$ cat src/rtl/mpiu_params.svh
// Constants of the masked priority interrupt unit: widths, codes, reset values.
// Assumes inclusion by bare name from the package and the top module.
`ifndef MPIU_PARAMS_SVH
`define MPIU_PARAMS_SVH

// ==========================================================================
// Widths
`define MPIU_NLINES 8
`define MPIU_BUS_W 16
`define MPIU_CODE_W 3
`define MPIU_MASK_LSB 0
`define MPIU_MASK_W 8

// ==========================================================================
// External control function field on the bus
`define MPIU_FC_LSB 6
`define MPIU_FC_W 3
`define MPIU_FC_CLEAR 3'h0
`define MPIU_FC_ENABLE 3'h1
`define MPIU_FC_DISABLE 3'h2

// ==========================================================================
// Reset values
`define MPIU_MASK_RST 8'h00
`define MPIU_LINES_RST 8'h00

`endif

$ cat src/rtl/mpiu_pkg.sv
// Types of the masked priority interrupt unit.
// Assumes mpiu_params.svh on the include path.
`include "mpiu_params.svh"

package mpiu_pkg;

    // ======================================================================
    // Pin inputs, carried together through the synchroniser
    typedef struct packed {
        logic [`MPIU_NLINES-1:0] irq_line_b;
        logic [`MPIU_BUS_W-1:0] bus_bit_in;
        logic irq_clock;
        logic irq_acknowledge;
        logic function_ready_pulse;
        logic data_ready_pulse;
        logic external_control_strobe;
        logic device_select;
        logic system_reset_pulse;
        logic jump_mark_inhibit;
        logic priority_in;
        logic service_complete;
    } mpiu_pins_t;

    typedef logic [`MPIU_NLINES-1:0] mpiu_lines_t;

endpackage

$ cat src/rtl/mpiu_top.sv
// Eight-line masked priority interrupt unit on a processor I/O bus.
// Assumes every pin input is asynchronous to ref_clk and held for some clocks.
//
// How it works
// - Set mask bit inhibits that stored line
// - Mask loaded from bus bits zero to seven
// - Mask captured on load strobe; feeds priority
// - Highest unmasked pending line is serviced
// - Clear-all command produces line clear
// - Line clear empties sync register; capture keeps only same-cycle new edges
// - Function ready sets flag; data ready loads, clears
// - Flag records output command to this unit
// - Address enable drives selected line code
// - Completion clears only the serviced line's bit, in both capture and sync registers
// - Inverted irq clock copies capture to sync
// - Request detect sets request memory flag
// - Jump-and-mark input inhibits interrupt activity
// - Priority passed on once own interrupts serviced
// - Request raised only while holding priority
// - System reset clears flags, produces line clear
// - Master enable flag records unit activation
// - Line zero highest, line seven lowest
// - System reset leaves mask unchanged
// - Address is line code above zero bit
`timescale 1ns/1ps
`include "mpiu_params.svh"

module mpiu_top
    import mpiu_pkg::*;
(
    input wire logic ref_clk, // 40 MHz system clock
    input wire logic rst_b, // Asynchronous reset, active low
    input wire logic [`MPIU_NLINES-1:0] irq_line_b, // Peripheral lines, low requests
    input wire logic [`MPIU_BUS_W-1:0] bus_bit_in, // I/O bus data in
    input wire logic irq_clock, // Processor interrupt clock
    input wire logic irq_acknowledge, // Processor acknowledge, high active
    input wire logic function_ready_pulse, // Function ready from processor
    input wire logic data_ready_pulse, // Data ready from processor
    input wire logic external_control_strobe, // External control command
    input wire logic device_select, // Decoded device address
    input wire logic system_reset_pulse, // Control-panel system reset
    input wire logic jump_mark_inhibit, // Jump-and-mark inhibit
    input wire logic priority_in, // Priority from chain
    input wire logic service_complete, // Interrupt completion
    output logic irq_request_out_b, // Interrupt request, low active
    output logic priority_out, // Priority to next unit
    output logic [`MPIU_BUS_W-1:0] bus_bit_out, // I/O bus data out
    output logic bus_bit_oe // Bus drive enable
);

    // ======================================================================
    // Input synchroniser
    mpiu_pins_t pins_raw;
    mpiu_pins_t s1_r;
    mpiu_pins_t s2_r;
    mpiu_pins_t prev_r;

    assign pins_raw = '{irq_line_b: irq_line_b, bus_bit_in: bus_bit_in,
        irq_clock: irq_clock, irq_acknowledge: irq_acknowledge,
        function_ready_pulse: function_ready_pulse,
        data_ready_pulse: data_ready_pulse,
        external_control_strobe: external_control_strobe,
        device_select: device_select, system_reset_pulse: system_reset_pulse,
        jump_mark_inhibit: jump_mark_inhibit, priority_in: priority_in,
        service_complete: service_complete};

    // Idle levels avoid false edges right after reset release
    localparam mpiu_pins_t PINS_IDLE = '{irq_line_b: '1, default: '0};

    always_ff @(posedge ref_clk or negedge rst_b) begin
        if (!rst_b) begin
            s1_r <= PINS_IDLE;
            s2_r <= PINS_IDLE;
            prev_r <= PINS_IDLE;
        end else begin
            s1_r <= pins_raw;
            s2_r <= s1_r;
            prev_r <= s2_r;
        end
    end

    // ======================================================================
    // Edge detection on synchronised pins
    mpiu_lines_t line_fall;
    logic ick_fall;
    logic fry_rise;
    logic dry_rise;
    logic exc_rise;
    logic sys_rise;
    logic svc_rise;
    logic jmp_rise;
    logic [`MPIU_FC_W-1:0] func_code;

    assign line_fall = prev_r.irq_line_b & ~s2_r.irq_line_b;
    // Acknowledge holds the irq clock, so conditions stay static meanwhile
    assign ick_fall = prev_r.irq_clock & ~s2_r.irq_clock & ~s2_r.irq_acknowledge;
    assign fry_rise = s2_r.function_ready_pulse & ~prev_r.function_ready_pulse;
    assign dry_rise = s2_r.data_ready_pulse & ~prev_r.data_ready_pulse;
    assign exc_rise = s2_r.external_control_strobe & ~prev_r.external_control_strobe
        & s2_r.device_select;
    assign sys_rise = s2_r.system_reset_pulse & ~prev_r.system_reset_pulse;
    assign svc_rise = s2_r.service_complete & ~prev_r.service_complete;
    assign jmp_rise = s2_r.jump_mark_inhibit & ~prev_r.jump_mark_inhibit;
    assign func_code = s2_r.bus_bit_in[`MPIU_FC_LSB +: `MPIU_FC_W];

    // ======================================================================
    // External control decode
    logic clear_all_command;
    logic enable_command;
    logic disable_command;
    logic line_clear;

    assign clear_all_command = exc_rise && (func_code == `MPIU_FC_CLEAR);
    assign enable_command = exc_rise && (func_code == `MPIU_FC_ENABLE);
    assign disable_command = exc_rise && (func_code == `MPIU_FC_DISABLE);
    assign line_clear = clear_all_command | sys_rise;

    // ======================================================================
    // Output transfer flag and mask
    logic output_transfer_flag_r;
    logic output_transfer_flag_nxt;
    logic mask_load_strobe;
    logic [`MPIU_MASK_W-1:0] line_inhibit_mask_r;

    // Mask changes only when the program writes it
    assign mask_load_strobe = output_transfer_flag_r & dry_rise;
    assign output_transfer_flag_nxt = sys_rise ? 1'b0 :
        (fry_rise & s2_r.device_select) ? 1'b1 :
        dry_rise ? 1'b0 : output_transfer_flag_r;

    always_ff @(posedge ref_clk or negedge rst_b) begin
        if (!rst_b) begin
            output_transfer_flag_r <= 1'b0;
        end else begin
            output_transfer_flag_r <= output_transfer_flag_nxt;
        end
    end

    // System reset is deliberately absent here; only rst_b gives power-up value
    always_ff @(posedge ref_clk or negedge rst_b) begin
        if (!rst_b) begin
            line_inhibit_mask_r <= `MPIU_MASK_RST;
        end else if (mask_load_strobe) begin
            line_inhibit_mask_r <= s2_r.bus_bit_in[`MPIU_MASK_LSB +: `MPIU_MASK_W];
        end
    end

    // ======================================================================
    // Master enable and jump inhibit
    logic master_enable_flag_r;
    logic jump_inhibit_r;

    always_ff @(posedge ref_clk or negedge rst_b) begin
        if (!rst_b) begin
            master_enable_flag_r <= 1'b0;
        end else if (sys_rise | disable_command) begin
            master_enable_flag_r <= 1'b0;
        end else if (enable_command) begin
            master_enable_flag_r <= 1'b1;
        end
    end

    // Inhibit lasts until the next interrupt clock falling edge after the jump
    always_ff @(posedge ref_clk or negedge rst_b) begin
        if (!rst_b) begin
            jump_inhibit_r <= 1'b0;
        end else if (jmp_rise) begin
            jump_inhibit_r <= 1'b1;
        end else if (ick_fall) begin
            jump_inhibit_r <= 1'b0;
        end
    end

    // ======================================================================
    // Line capture, sync register and priority
    mpiu_lines_t line_capture_bit_r;
    mpiu_lines_t sync_stage_bit_r;
    mpiu_lines_t masked_req;
    mpiu_lines_t line_select;
    mpiu_lines_t svc_clear;
    logic [`MPIU_CODE_W-1:0] line_code_bit;
    logic request_detect;

    assign masked_req = sync_stage_bit_r & ~line_inhibit_mask_r;
    // Lowest index wins: isolate lowest set bit
    assign line_select = masked_req & (~masked_req + 8'h01);
    assign request_detect = |masked_req;
    assign svc_clear = svc_rise ? line_select : 8'h00;

    always_comb begin
        line_code_bit = '0;
        for (int i = `MPIU_NLINES - 1; i >= 0; i--) begin
            if (line_select[i]) begin
                line_code_bit = i[`MPIU_CODE_W-1:0];
            end
        end
    end

    // A new edge beats a clear in the same cycle
    always_ff @(posedge ref_clk or negedge rst_b) begin
        if (!rst_b) begin
            line_capture_bit_r <= `MPIU_LINES_RST;
        end else if (line_clear) begin
            line_capture_bit_r <= line_fall;
        end else begin
            line_capture_bit_r <= (line_capture_bit_r & ~svc_clear) | line_fall;
        end
    end

    always_ff @(posedge ref_clk or negedge rst_b) begin
        if (!rst_b) begin
            sync_stage_bit_r <= `MPIU_LINES_RST;
        end else if (line_clear) begin
            sync_stage_bit_r <= `MPIU_LINES_RST;
        end else if (ick_fall) begin
            sync_stage_bit_r <= line_capture_bit_r & ~svc_clear;
        end else begin
            sync_stage_bit_r <= sync_stage_bit_r & ~svc_clear;
        end
    end

    // ======================================================================
    // Request memory, request, address drive, priority chain
    logic request_memory_flag_r;
    logic active;
    logic address_drive_enable;

    // Set one irq clock period after the line reached the sync register
    always_ff @(posedge ref_clk or negedge rst_b) begin
        if (!rst_b) begin
            request_memory_flag_r <= 1'b0;
        end else if (line_clear) begin
            request_memory_flag_r <= 1'b0;
        end else if (ick_fall) begin
            request_memory_flag_r <= request_detect & master_enable_flag_r;
        end
    end

    assign active = master_enable_flag_r & request_memory_flag_r & ~jump_inhibit_r;
    assign address_drive_enable = active & s2_r.priority_in
        & s2_r.irq_acknowledge & request_detect;

    always_ff @(posedge ref_clk or negedge rst_b) begin
        if (!rst_b) begin
            irq_request_out_b <= 1'b1;
            priority_out <= 1'b0;
            bus_bit_out <= '0;
            bus_bit_oe <= 1'b0;
        end else begin
            irq_request_out_b <= ~(active & s2_r.priority_in);
            // Held while own requests remain, so downstream units wait
            priority_out <= s2_r.priority_in & ~(master_enable_flag_r
                & (request_memory_flag_r | request_detect));
            bus_bit_out <= {{(`MPIU_BUS_W-`MPIU_CODE_W-1){1'b0}},
                line_code_bit, 1'b0};
            bus_bit_oe <= address_drive_enable;
        end
    end
endmodule

$ cat config.mk
export PLATFORM = sky130hd
export DESIGN_NAME = mpiu_top
export DESIGN_NICKNAME = d
export VERILOG_FILES = /design/src/rtl/mpiu_pkg.sv /design/src/rtl/mpiu_top.sv
export VERILOG_INCLUDE_DIRS = /design/src /design/src/rtl
export SDC_FILE = /design/constraint.sdc
export NUM_CORES = 1
export LEC_CHECK = 0
export ABC_AREA = 1
export BUFFER_PORTS_ARGS = -buffer_cell sky130_fd_sc_hd__clkbuf_2
export CAP_MARGIN = 10
export CORE_MARGIN = 3
export CORE_UTILIZATION = 60
export DETAILED_ROUTE_END_ITERATION = 10
export PLACE_DENSITY = 0.89
export SYNTH_ARGS = -nofsm -noshare
export SYNTH_HDL_FRONTEND = slang
export SYNTH_SLANG_ARGS = --single-unit
$ cat constraint.sdc
create_clock -name ref_clk -period 2.17 [get_ports ref_clk]
set_input_delay 0.434 -clock ref_clk [delete_from_list [all_inputs] [get_ports ref_clk]]
set_output_delay 0.434 -clock ref_clk [all_outputs]
set_load 0.02 [all_outputs]
==> impl_metrics.ini <==
[sta]
fin_crit_ns = 1.455
rsz0062_at_grt = no
slew_violations = 0
max-slew-margin-rel_pct = 63.35
setup_ws_ns = 0.7148
tightest_slew_ns = 0.5483
clock_skew_ns = 0.009484
hold_viol = 0
finalCritPeriodShare_pct = 67.06
max_freq_mhz = 687.2
timing.setup.tns_ns = 0
setup_viol = 0

[floorplanning]
start_util_pct = 63.78
die_x_um = 83.67
ios = 55
dieArea_um2 = 7001
core_area_um2 = 5675
fp.dieH_um = 83.67
core.rowCount = 27

[route]
drt_pre_antenna_iters = 5
vias = 2044
first_iter_violations = 136
viasPerCell = 4.890
drc_errors = 0
wl_per_cell_um = 12.44
wirelength_mm = 5.200
antenna_left = 0

[yosys]
netlist_instances = 298
synth_edf_count = 0
seq_area_frac_synth_pct = 72.07
synth_flop_cell = dfrtp_1
ys_types = 29
synth_warnings = 0
syn_area_per_cell_um2 = 12.15
ys_ff_latch = 103
syn-cell-area_um2 = 3620
async_flop_share_pct = 100.0

[clocking]
cts_sinks = 103
cts_buffers = 9
clk_pin_slew_ns = 0.08
cts_tree = yes
clock_latency_ns = 0.35
cts_buffer_depth = 2
cts_resized = 0
h-tree-depth = 3
post_cts_buffers = 0
root_buffer = clkbuf_8
cts_hold_buf = 0

[run_status]
outcome = complete, no violations

[cells_and_area]
final_nets = 377
drive_above_1_share_pct = 30.64
antennaDiodeCount = 0
synthToLayoutAreaGrowth_pct = 11.16
stdcell_count = 418

[global_routing]
grt_usage_pct = 17.07
grt.overflow.total = 0
grt_pass1_wl_mm = 9.287
antenna_found_initial = 0
grt_pass1_vias = 2069
met1_usage_pct = 20.52
grt_use_met3_pct = 3.554
top_usage_layer = met2
grt_max_degree = 69
grt_util_met2_pct = 28.92

[worst_setup_path]
critPathMaxFanout = 1
cp.required_ns = 1.74
startpoint_type = flop
path_buf_inv = 1
crit_type = reg -> out
crit_arrival_ns = 1.02
cp_slowest_cell = dfstp_2
worst_path_largest_cell_delay_ns = 0.52
cp_top_family = flip-flops
crit_chain = clkbuf_2
reg2reg_slack_ns = 0.87
end_kind = output port

[placement]
dpl.hpwl_mm = 3.567
routabilityCongestion = 0.7838
io_buffers = 34
pre_cts_ws_ns = 0.9079
placed_cells = 402

[pwr]
ir_drop_mv = 0.5958
power_density_nw_per_um2 = 928.5
power_leakage_nw = 2.044

[run]
drv_cap = 0

[hold_path]
min_path_type = in -> async
## cells in the mapped netlist (4+ instances only)
| master | instances | area [um2] |
|---|---|---|
| inv_2 | 6 | 22.52 |
| nand3_1 | 13 | 65.06 |
| o21ai_0 | 7 | 35.03 |
| nand2_4 | 6 | 67.56 |
| dfstp_2 | 25 | 656.9 |
| buf_4 | 13 | 97.59 |
| a21oi_1 | 11 | 55.05 |
| nor2_2 | 6 | 37.54 |
| nand4_1 | 6 | 37.54 |
| inv_1 | 38 | 142.6 |
| dfrtp_1 | 78 | 1952 |
| nand2_2 | 4 | 25.02 |
| nand2_1 | 45 | 168.9 |
| nor2_1 | 17 | 63.81 |
## cell usage in the layout, fill, tap and decap left out, drive strengths merged, types with 6 or more instances in the layout
cell type  count
nand2         55
clkbuf        45
conb          13
o21ai         13
nand4          6
dfstp         25
dfrtp         78
inv           45
nor2          26
nand3         16
a21oi         12
## through the flow
| step | power [W] | utilization, % | instance area (um2) | hold WS [ns] |
|---|---|---|---|---|
| 2_1_floorplan | 0.002512 | - | 3665 | 0.1384 |
| 3_3_place_gp | 0.002619 | 67.55 | 3834 | 0.3320 |
| 3_5_place_dp | 0.002643 | 67.55 | 3834 | 0.3347 |
| 4_1_cts | 0.003775 | 70.90 | 4024 | 0.02863 |
| 5_1_grt | 0.003939 | 70.90 | 4024 | 0.04316 |
| 6_report | 0.003736 | 70.90 | 4024 | 0.03105 |
## path summary, 6_finish.rpt
path | startpoint | depth (start not counted) | end
min in group ref_clk | irq_line_b[2] | 1 | s1_r[28]
setup / recovery | irq_request_out_b | 1 | irq_request_out_b
setup reg to reg | prev_r[6] | 4 | line_inhibit_mask_r[1]
hold reg to reg | s1_r[1] | 0 | s2_r[1]
max in group asynchronous | rst_b | 2 | s2_r[29]
hold / removal | rst_b | 1 | bus_bit_oe
## flip-flops by register name, summed over array words and instances (netlist names)
name and flops:
bus_bit_oe 1, request_memory_flag_r 1, line_capture_bit_r 8, sync_stage_bit_r 8, s2_r 24, bus_bit_out 3, func_code 3, irq_request_out_b 1
output_transfer_flag_r 1, s1_r 27, master_enable_flag_r 1, priority_out 1, prev_r 15, jump_inhibit_r 1, line_inhibit_mask_r 8
## kinds of logic after synthesis
kind of cell / synth area share, %
AOI/OAI and AO/OA: 4.390
DFF: 72.07
and+or+nand+nor: 15.73
other: 0.1036
buffers and inverters: 7.708
## cell type report
class	count	area [um2]
inverter	44	165.2
fill	383	1652
sequential	103	2609
clock buffer	12	135.1
timing repair buffer	35	192.7
multi-input combinational	148	777.0
clock inverter	4	55.05
tap	72	90.09
## power by group
part	internal (W)	switching, W	total [W]
clock network	0.000541	0.000586	0.00113
logic	0.000143	0.000290	0.000433
registers	0.00210	0.0000727	0.00218
## routing by layer
layer  wire length (um)  vias up
met4                106        0
met2               2753       63
met1               2033      982
met5                  0        -
li1                   -      990
met3                307        9
No activity file was read; power rests on OpenSTA's default activity.
